## src/rtl/pattern_map.vh

```
// Purpose: constants for the video test pattern select block
// Assumes: included by bare name from the video_test_pattern_select module only
// Notes: offsets are serial control bus register addresses
`ifndef PATTERN_MAP_VH
`define PATTERN_MAP_VH

// ----------------------------------------
// register offsets and reset values
// ----------------------------------------
`define ADDR_PAT_CTRL 8'h64
`define ADDR_PAT_CFG 8'h65
`define RST_PAT_CTRL 8'h10
`define RST_PAT_CFG 8'h00

// ----------------------------------------
// field positions
// ----------------------------------------
`define CTRL_SEL_HI 7
`define CTRL_SEL_LO 4
`define CTRL_EN_BIT 0
`define CFG_18BIT_BIT 4
`define CFG_INV_BIT 1
`define CFG_SCROLL_BIT 0

// ----------------------------------------
// select codes
// ----------------------------------------
`define SEL_WHITE 4'h1
`define SEL_BLACK 4'h2
`define SEL_RED 4'h3
`define SEL_GREEN 4'h4
`define SEL_BLUE 4'h5
`define SEL_H_WHITE 4'h6
`define SEL_H_RED 4'h7
`define SEL_H_GREEN 4'h8
`define SEL_H_BLUE 4'h9
`define SEL_V_WHITE 4'hA
`define SEL_V_RED 4'hB
`define SEL_V_GREEN 4'hC
`define SEL_V_BLUE 4'hD
`define SEL_CUSTOM 4'hE
`define SEL_FIRST 4'h1
`define SEL_LAST 4'hE

// ----------------------------------------
// timing defaults
// ----------------------------------------
`define H_ACTIVE_DEF 1920
`define V_ACTIVE_DEF 720

`endif

```

## src/rtl/video_test_pattern_select.v

```verilog
// Purpose: test pattern select and colour generation ahead of the serial datapath
// Assumes: pixel stream and register port run on mclk; no synchronisers needed
// Notes: custom levels and scroll frame count arrive as plain inputs
`timescale 1ns/1ps
`default_nettype none
`include "pattern_map.vh"
module video_test_pattern_select #(
	parameter H_ACTIVE = `H_ACTIVE_DEF,
	parameter V_ACTIVE = `V_ACTIVE_DEF,
	parameter POS_W = 12
) (
	// clock and reset
	input wire mclk,
	input wire rst_n,
	input wire ce,
	// register port
	input wire [7:0] reg_addr,
	input wire reg_wr,
	input wire reg_rd,
	input wire [7:0] reg_wdata,
	output reg [7:0] reg_rdata,
	// pattern settings
	input wire [7:0] custom_red_level,
	input wire [7:0] custom_green_level,
	input wire [7:0] custom_blue_level,
	input wire [7:0] scroll_frame_count,
	// parallel pixel input
	input wire pix_valid,
	output wire pix_ready,
	input wire [23:0] pix_rgb,
	input wire pix_de,
	input wire pix_hs,
	input wire pix_vs,
	// serial datapath side
	output wire out_valid,
	input wire out_ready,
	output wire [23:0] out_rgb,
	output wire out_de,
	output wire out_hs,
	output wire out_vs,
	output reg [3:0] active_sel
);
	reg [7:0] pat_ctrl;
	reg [7:0] pat_cfg;
	reg [POS_W-1:0] hpos;
	reg [POS_W-1:0] vpos;
	reg last_de;
	reg last_vs;
	reg [7:0] frame_cnt;
	reg [3:0] scroll_sel;
	reg [23:0] gen_rgb;
	reg [7:0] lvl;
	reg [23:0] mask;
	reg is_ramp;
	reg gray;
	wire take;
	wire frame_start;
	wire line_end;
	wire inv;
	wire [3:0] sel_now;
	wire [23:0] buf_rgb;

	// ----------------------------------------
	// helpers
	// ----------------------------------------
	function [7:0] ramp_level;
		input [POS_W-1:0] pos;
		input [POS_W:0] span;
		reg [POS_W+8:0] prod;
		begin
			prod = {1'b0, pos, 8'h00} / {8'h00, span};
			if (prod > 255) begin
				ramp_level = 8'hFF;
			end else begin
				ramp_level = prod[7:0];
			end
		end
	endfunction

	function [23:0] grey;
		input [7:0] v;
		begin
			grey = {v, v, v};
		end
	endfunction

	// ----------------------------------------
	// register port
	// ----------------------------------------
	always @(posedge mclk or negedge rst_n) begin
		if (!rst_n) begin
			pat_ctrl <= `RST_PAT_CTRL;
			pat_cfg <= `RST_PAT_CFG;
			reg_rdata <= 8'h00;
		end else if (ce) begin
			if (reg_wr && reg_addr == `ADDR_PAT_CTRL) begin
				pat_ctrl <= {reg_wdata[7:4], 3'b000, reg_wdata[0]};
			end
			if (reg_wr && reg_addr == `ADDR_PAT_CFG) begin
				pat_cfg <= {3'b000, reg_wdata[4:0]};
			end
			if (reg_rd) begin
				case (reg_addr)
					`ADDR_PAT_CTRL: reg_rdata <= pat_ctrl;
					`ADDR_PAT_CFG: reg_rdata <= pat_cfg;
					default: reg_rdata <= 8'h00;
				endcase
			end
		end
	end

	// ----------------------------------------
	// position tracking
	// ----------------------------------------
	assign take = pix_valid & pix_ready & ce;
	assign frame_start = pix_vs & ~last_vs;
	assign line_end = ~pix_de & last_de;

	always @(posedge mclk or negedge rst_n) begin
		if (!rst_n) begin
			hpos <= {POS_W{1'b0}};
			vpos <= {POS_W{1'b0}};
			last_de <= 1'b0;
			last_vs <= 1'b0;
		end else if (take) begin
			last_de <= pix_de;
			last_vs <= pix_vs;
			if (pix_de) begin
				hpos <= hpos + 1'b1;
			end else begin
				hpos <= {POS_W{1'b0}};
			end
			if (frame_start) begin
				vpos <= {POS_W{1'b0}};
			end else if (line_end) begin
				vpos <= vpos + 1'b1;
			end
		end
	end

	// ----------------------------------------
	// auto scroll
	// ----------------------------------------
	always @(posedge mclk or negedge rst_n) begin
		if (!rst_n) begin
			frame_cnt <= 8'h00;
			scroll_sel <= `SEL_FIRST;
		end else if (take && frame_start) begin
			if (!pat_cfg[`CFG_SCROLL_BIT]) begin
				frame_cnt <= 8'h00;
			end else if (frame_cnt + 8'h01 >= scroll_frame_count) begin
				frame_cnt <= 8'h00;
				if (scroll_sel == `SEL_LAST) begin
					scroll_sel <= `SEL_FIRST;
				end else begin
					scroll_sel <= scroll_sel + 4'h1;
				end
			end else begin
				frame_cnt <= frame_cnt + 8'h01;
			end
		end
	end

	always @(posedge mclk or negedge rst_n) begin
		if (!rst_n) begin
			active_sel <= 4'h0;
		end else if (ce) begin
			active_sel <= sel_now;
		end
	end

	// ----------------------------------------
	// pattern generation
	// ----------------------------------------
	assign sel_now = pat_cfg[`CFG_SCROLL_BIT] ? scroll_sel :
		pat_ctrl[`CTRL_SEL_HI:`CTRL_SEL_LO];
	assign inv = pat_cfg[`CFG_INV_BIT];

	always @* begin
		lvl = 8'h00;
		mask = 24'h000000;
		is_ramp = 1'b0;
		gray = 1'b0;
		gen_rgb = 24'h000000;
		case (sel_now)
			`SEL_WHITE: gen_rgb = 24'hFFFFFF;
			`SEL_BLACK: gen_rgb = 24'h000000;
			`SEL_RED: gen_rgb = 24'hFF0000;
			`SEL_GREEN: gen_rgb = 24'h00FF00;
			`SEL_BLUE: gen_rgb = 24'h0000FF;
			`SEL_H_WHITE, `SEL_H_RED, `SEL_H_GREEN, `SEL_H_BLUE: begin
				is_ramp = 1'b1;
				lvl = ramp_level(hpos, H_ACTIVE[POS_W:0]);
			end
			`SEL_V_WHITE, `SEL_V_RED, `SEL_V_GREEN, `SEL_V_BLUE: begin
				is_ramp = 1'b1;
				lvl = ramp_level(vpos, V_ACTIVE[POS_W:0]);
			end
			`SEL_CUSTOM: gen_rgb = {custom_red_level, custom_green_level, custom_blue_level};
			default: gen_rgb = 24'h000000;
		endcase
		case (sel_now)
			`SEL_H_WHITE, `SEL_V_WHITE: begin
				mask = 24'hFFFFFF;
				gray = 1'b1;
			end
			`SEL_H_RED, `SEL_V_RED: mask = 24'hFF0000;
			`SEL_H_GREEN, `SEL_V_GREEN: mask = 24'h00FF00;
			`SEL_H_BLUE, `SEL_V_BLUE: mask = 24'h0000FF;
			default: mask = 24'h000000;
		endcase
		if (pat_cfg[`CFG_18BIT_BIT]) begin
			lvl = lvl & 8'hFC;
		end
		if (is_ramp) begin
			if (inv && !gray) begin
				gen_rgb = ~(grey(8'hFF - lvl) & mask);
			end else begin
				gen_rgb = grey(lvl) & mask;
			end
		end
		if (inv && !(is_ramp && !gray)) begin
			gen_rgb = ~gen_rgb;
		end
		if (!pat_ctrl[`CTRL_EN_BIT]) begin
			gen_rgb = pix_rgb;
		end
	end

	// ----------------------------------------
	// output buffer
	// ----------------------------------------
	pixel_skid_buffer #(
		.WIDTH(27)
	) u_buf (
		.mclk(mclk),
		.rst_n(rst_n),
		.ce(ce),
		.in_valid(pix_valid),
		.in_ready(pix_ready),
		.in_data({gen_rgb, pix_de, pix_hs, pix_vs}),
		.out_valid(out_valid),
		.out_ready(out_ready),
		.out_data({buf_rgb, out_de, out_hs, out_vs})
	);
	assign out_rgb = buf_rgb;
endmodule
`default_nettype wire

```

## src/rtl/pixel_skid_buffer.v

```verilog
// Purpose: two-entry buffer with valid/ready on both sides
// Assumes: single clock, source and sink on mclk
// Notes: out_data and in_ready come straight from flip-flops
`timescale 1ns/1ps
`default_nettype none
module pixel_skid_buffer #(
	parameter WIDTH = 27
) (
	// clock and reset
	input wire mclk,
	input wire rst_n,
	input wire ce,
	// fill side
	input wire in_valid,
	output reg in_ready,
	input wire [WIDTH-1:0] in_data,
	// drain side
	output reg out_valid,
	input wire out_ready,
	output reg [WIDTH-1:0] out_data
);
	reg skid_valid;
	reg [WIDTH-1:0] skid_data;
	wire take;
	wire drain;

	assign take = in_valid & in_ready;
	assign drain = out_ready | ~out_valid;

	// ----------------------------------------
	// entry movement
	// ----------------------------------------
	always @(posedge mclk or negedge rst_n) begin
		if (!rst_n) begin
			out_valid <= 1'b0;
			out_data <= {WIDTH{1'b0}};
			skid_valid <= 1'b0;
			skid_data <= {WIDTH{1'b0}};
			in_ready <= 1'b1;
		end else if (ce) begin
			if (drain) begin
				if (skid_valid) begin
					out_valid <= 1'b1;
					out_data <= skid_data;
					skid_valid <= 1'b0;
					in_ready <= 1'b1;
				end else begin
					out_valid <= take;
					if (take) begin
						out_data <= in_data;
					end
				end
			end else if (take) begin
				skid_valid <= 1'b1;
				skid_data <= in_data;
				in_ready <= 1'b0;
			end
		end
	end
endmodule
`default_nettype wire

```

## config.mk

```make
export PLATFORM = sky130hd
export DESIGN_NAME = video_test_pattern_select
export DESIGN_NICKNAME = d
export VERILOG_FILES = /design/src/rtl/video_test_pattern_select.v /design/src/rtl/pixel_skid_buffer.v
export VERILOG_INCLUDE_DIRS = /design/src /design/src/rtl
export SDC_FILE = /design/constraint.sdc
export NUM_CORES = 1
export LEC_CHECK = 0
export BUFFER_PORTS_ARGS = -buffer_cell sky130_fd_sc_hd__clkbuf_2
export CAP_MARGIN = 20
export CORE_UTILIZATION = 53
export DETAILED_ROUTE_END_ITERATION = 6
export PLACE_DENSITY = 0.73
export RECOVER_POWER = 100
export REMOVE_ABC_BUFFERS = 1
export SYNTH_ARGS = -nofsm -noshare
export SYNTH_HDL_FRONTEND = slang
export SYNTH_SLANG_ARGS = --single-unit
```

## constraint.sdc

```tcl
create_clock -name mclk -period 25.3 [get_ports mclk]
set_input_delay 2.53 -clock mclk [delete_from_list [all_inputs] [get_ports mclk]]
set_output_delay 2.53 -clock mclk [all_outputs]
set_load 0.005 [all_outputs]
```

==> impl_metrics.tcl <==
set metrics [dict create \
    synthesis.instances 1552 \
    cts_max_level 4 \
    yosysTopAreaCellShare_pct 23.9 \
    fin_skew_ns 0.0137 \
    die_h_um 152 \
    hold_path_class "reg -> reg" \
    n_antenna_cell 0 \
    start_util_pct 54.2 \
    core_area_mm2 0.0220 \
    regToRegEndpoint "u_buf.skid_data[24]$_DFFE_PN0P_" \
    cts_root_buffer "clkbuf_16" \
    crit_end "u_buf.skid_data[24]$_DFFE_PN0P_" \
    via_count 12400 \
    ys_seq_area_share_pct 24.6 \
    wl_um 35900 \
    drc 2 \
    finalInstanceArea_mm2 0.0131 \
    grt_pass1_wl_um 59200 \
    cp_slowest_cell "mux2i_1" \
    grt_overflow 0 \
    dr.pass1.iters 7 \
    min_period_ns 16.03 \
    cts_hold_buffers 0 \
    syn_area_per_cell_um2 7.67 \
    dpl.hpwl_um 26600 \
    start_kind "flip-flop" \
    synth_edf_count 0 \
    path_depth 46 \
    status "finished with violations" \
    synth_area_leaders "dfrtp_1, nand2_1, a21oi_1" \
    chipWidth_um 152 \
    viasPerCell 6.49 \
    rr_worst_depth 46 \
    hold_ws_ns 0.478 \
    clkLatencyLatePin_ns 0.43 \
    ant_nets 0 \
    slowest_delay_ns 0.83 \
    synth.distinct_cells 119 \
    worst_slew_pin_slew_ns 3.92 \
    drtIter0Drc 1261 \
    pre_cts_ws_ns 10.96 \
    grt_use_met1_pct 44.2 \
    report.final.hold_viol_count 0 \
    drive_gt1_share_pct 14.1 \
    grt.busiest_layer "met2" \
    synth_flop_cell "dfrtp_1" \
    setup_viol 0 \
    crit_family "compound AO/OA/AOI/OAI gates" \
    use_met3_pct 6.65 \
    antenna_found_initial 1 \
    max_freq_mhz 62.4 \
    gp_congestion 0.974 \
    cts_buffer_depth 2 \
    grtUsageTotal_pct 31.2 \
    layout_setup_ws_ns 9.27 \
    grt_pass1_vias 11500 \
    cts_sinks 117 \
    grt_max_degree 75 \
    clkSlewWorstSetupHoldPaths_ns 0.06 \
    ios 123 \
    path_class "reg -> reg" \
    cp_max_fo 13 \
    dieArea_mm2 0.0231 \
    ys.warnings.count 0 \
    arrival_ns 16.35 \
    portBuffers 122 \
    syn_to_final_growth_pct 9.84 \
    synth_area_mm2 0.0119 \
    grtUsageMet2_pct 47.4 \
    rsz0062_at_grt "no" \
    fin_crit_sh_pct 63.4 \
    reg2reg_from "vpos[0]$_DFFE_PN0P_" \
    drv_cap 3 \
    synth-async-reset-ratio_pct 100 \
    cp-end-kind "flip-flop" \
    synth-seq-cells 117 \
    r2r_setup_slack_ns 9.27 \
    wl_per_cell_um 18.8 \
    relSlewSlack_pct -161 \
    tns_ns 0 \
    cts_resized 0 \
    crit_start "vpos[0]$_DFFE_PN0P_" \
    nNetsFinal 1723 \
    cp_num_buf_inv 2 \
    rows 54 \
    cts_tree "yes" \
    crit_required_ns 25.62 \
    synth_top_cell_by_area "dfrtp_1" \
    cts_buffers 17 \
    dpl-instance-area_mm2 0.0126 \
    violations "design-rule violations, max-capacitance violations, max-slew violations" \
    finalMaxSlewViolations 165 \
    cts_setup_buffers 0 \
    cpMostUsedCell "ha_1" \
]
[sequential cells by signal, summed over array words and instances (netlist names)]
register / count
last_vs: 1
scroll_sel: 4
pat_ctrl: 5
u_buf.skid_valid: 1
frame_cnt: 8
reg_rdata: 8
last_de: 1
hpos: 12
u_buf.skid_data: 27
u_buf.out_data: 27
active_sel: 4
u_buf.out_valid: 1
vpos: 12
u_buf.in_ready: 1
pat_cfg: 5
[logic make-up (layout without fill, tap and decap cells)]
family | Yosys count | count (layout) | synth area share, %
adder cells (fa/ha/maj) | 28 | 28 | 2.82
AND/OR/NAND/NOR | 584 | 584 | 23.9
multiplexers | 75 | 75 | 6.85
buffers and inverters | 122 | 202 | 4.20
flip-flops | 117 | 117 | 24.6
XOR/XNOR | 81 | 81 | 6.08
AO/OA/AOI/OAI | 545 | 545 | 31.6
[final cells by class]
| type | instances | area, um^2 |
|---|---|---|
| fillers | 2046 | 8870 |
| flip-flops and latches | 117 | 2930 |
| clock inverters | 15 | 184 |
| inverters | 36 | 135 |
| clock buffers | 17 | 425 |
| multi-input cells | 1313 | 8410 |
| well taps | 280 | 350 |
| repair buffers | 134 | 649 |
[worst min-delay path by stage]
stage | start | end | cells past startpoint
after floorplan | last_de$_DFFE_PN0P_ | last_de$_DFFE_PN0P_ | 2
after global placement | last_de$_DFFE_PN0P_ | last_de$_DFFE_PN0P_ | 2
after detailed placement | u_buf.skid_data[3]$_DFFE_PN0P_ | u_buf.skid_data[3]$_DFFE_PN0P_ | 2
after CTS | u_buf.skid_data[3]$_DFFE_PN0P_ | u_buf.skid_data[3]$_DFFE_PN0P_ | 2
after global routing | u_buf.skid_data[26]$_DFFE_PN0P_ | u_buf.skid_data[26]$_DFFE_PN0P_ | 2
final | u_buf.skid_data[26]$_DFFE_PN0P_ | u_buf.skid_data[26]$_DFFE_PN0P_ | 2
[synthesized netlist by cell type (13+ instances only)]
library cell / number
a211oi_1: 26
a21oi_1: 122
a31oi_1: 23
and3_1: 16
buf_2: 13
clkbuf_1: 64
dfrtp_1: 114
ha_1: 22
inv_1: 33
mux2_2: 35
mux2i_1: 37
nand2_1: 196
nand2b_1: 14
nand3_1: 52
nand4_1: 20
nor2_1: 144
nor2b_1: 20
nor3_1: 30
o211ai_1: 20
o21ai_0: 112
o21ai_1: 34
o31ai_1: 22
or3_1: 16
xnor2_1: 56
xor2_1: 23
[metrics by stage]
stage               util, %  cells
floorplan                 -   1466
global placement       57.4   1879
detailed placement     57.4   1879
CTS                    60.2   1911
global route           59.6   1912
finish                 59.6   1912
[worst register-to-register path, delay by kind of cell (launching register included)]
family	cells	cell delay [ns]
compound gates	21	7.12
simple gates	14	4.50
flops	1	0.49
mux	2	1.24
xor+xnor	2	0.51
buf+inv	2	0.41
fa+ha+maj	5	1.67
[per-layer routing]
layer	up-vias	share of wire [%]
li1	5916	-
met1	5864	46
met2	569	44
met3	61	8.4
met4	2	2.2
met5	-	0.031
[layout by cell type, fill, tap and decap left out, types with 11 or more instances in the layout]
cell type  instances
and2_1            12
or2_2             11
and3_1            16
nor2b_1           20
a21oi_1          123
inv_1             33
clkbuf_2          93
a21o_1            12
a31oi_1           23
nor3_1            31
nand2_1          196
xnor2_1           56
mux2_2            33
dfrtp_1          114
o211ai_1          20
o21ai_0          127
clkbuf_16         17
nand2b_1          14
clkbuf_1          32
nand3_1           52
xor2_1            23
ha_1              22
or3_1             16
mux2i_1           38
o31ai_1           25
a211oi_1          27
o21ai_1           21
nand4_1           20
nor2_1           145
Power is not shown: default switching activity piles up to over one toggle a cycle in this logic, so the estimate is an artifact.
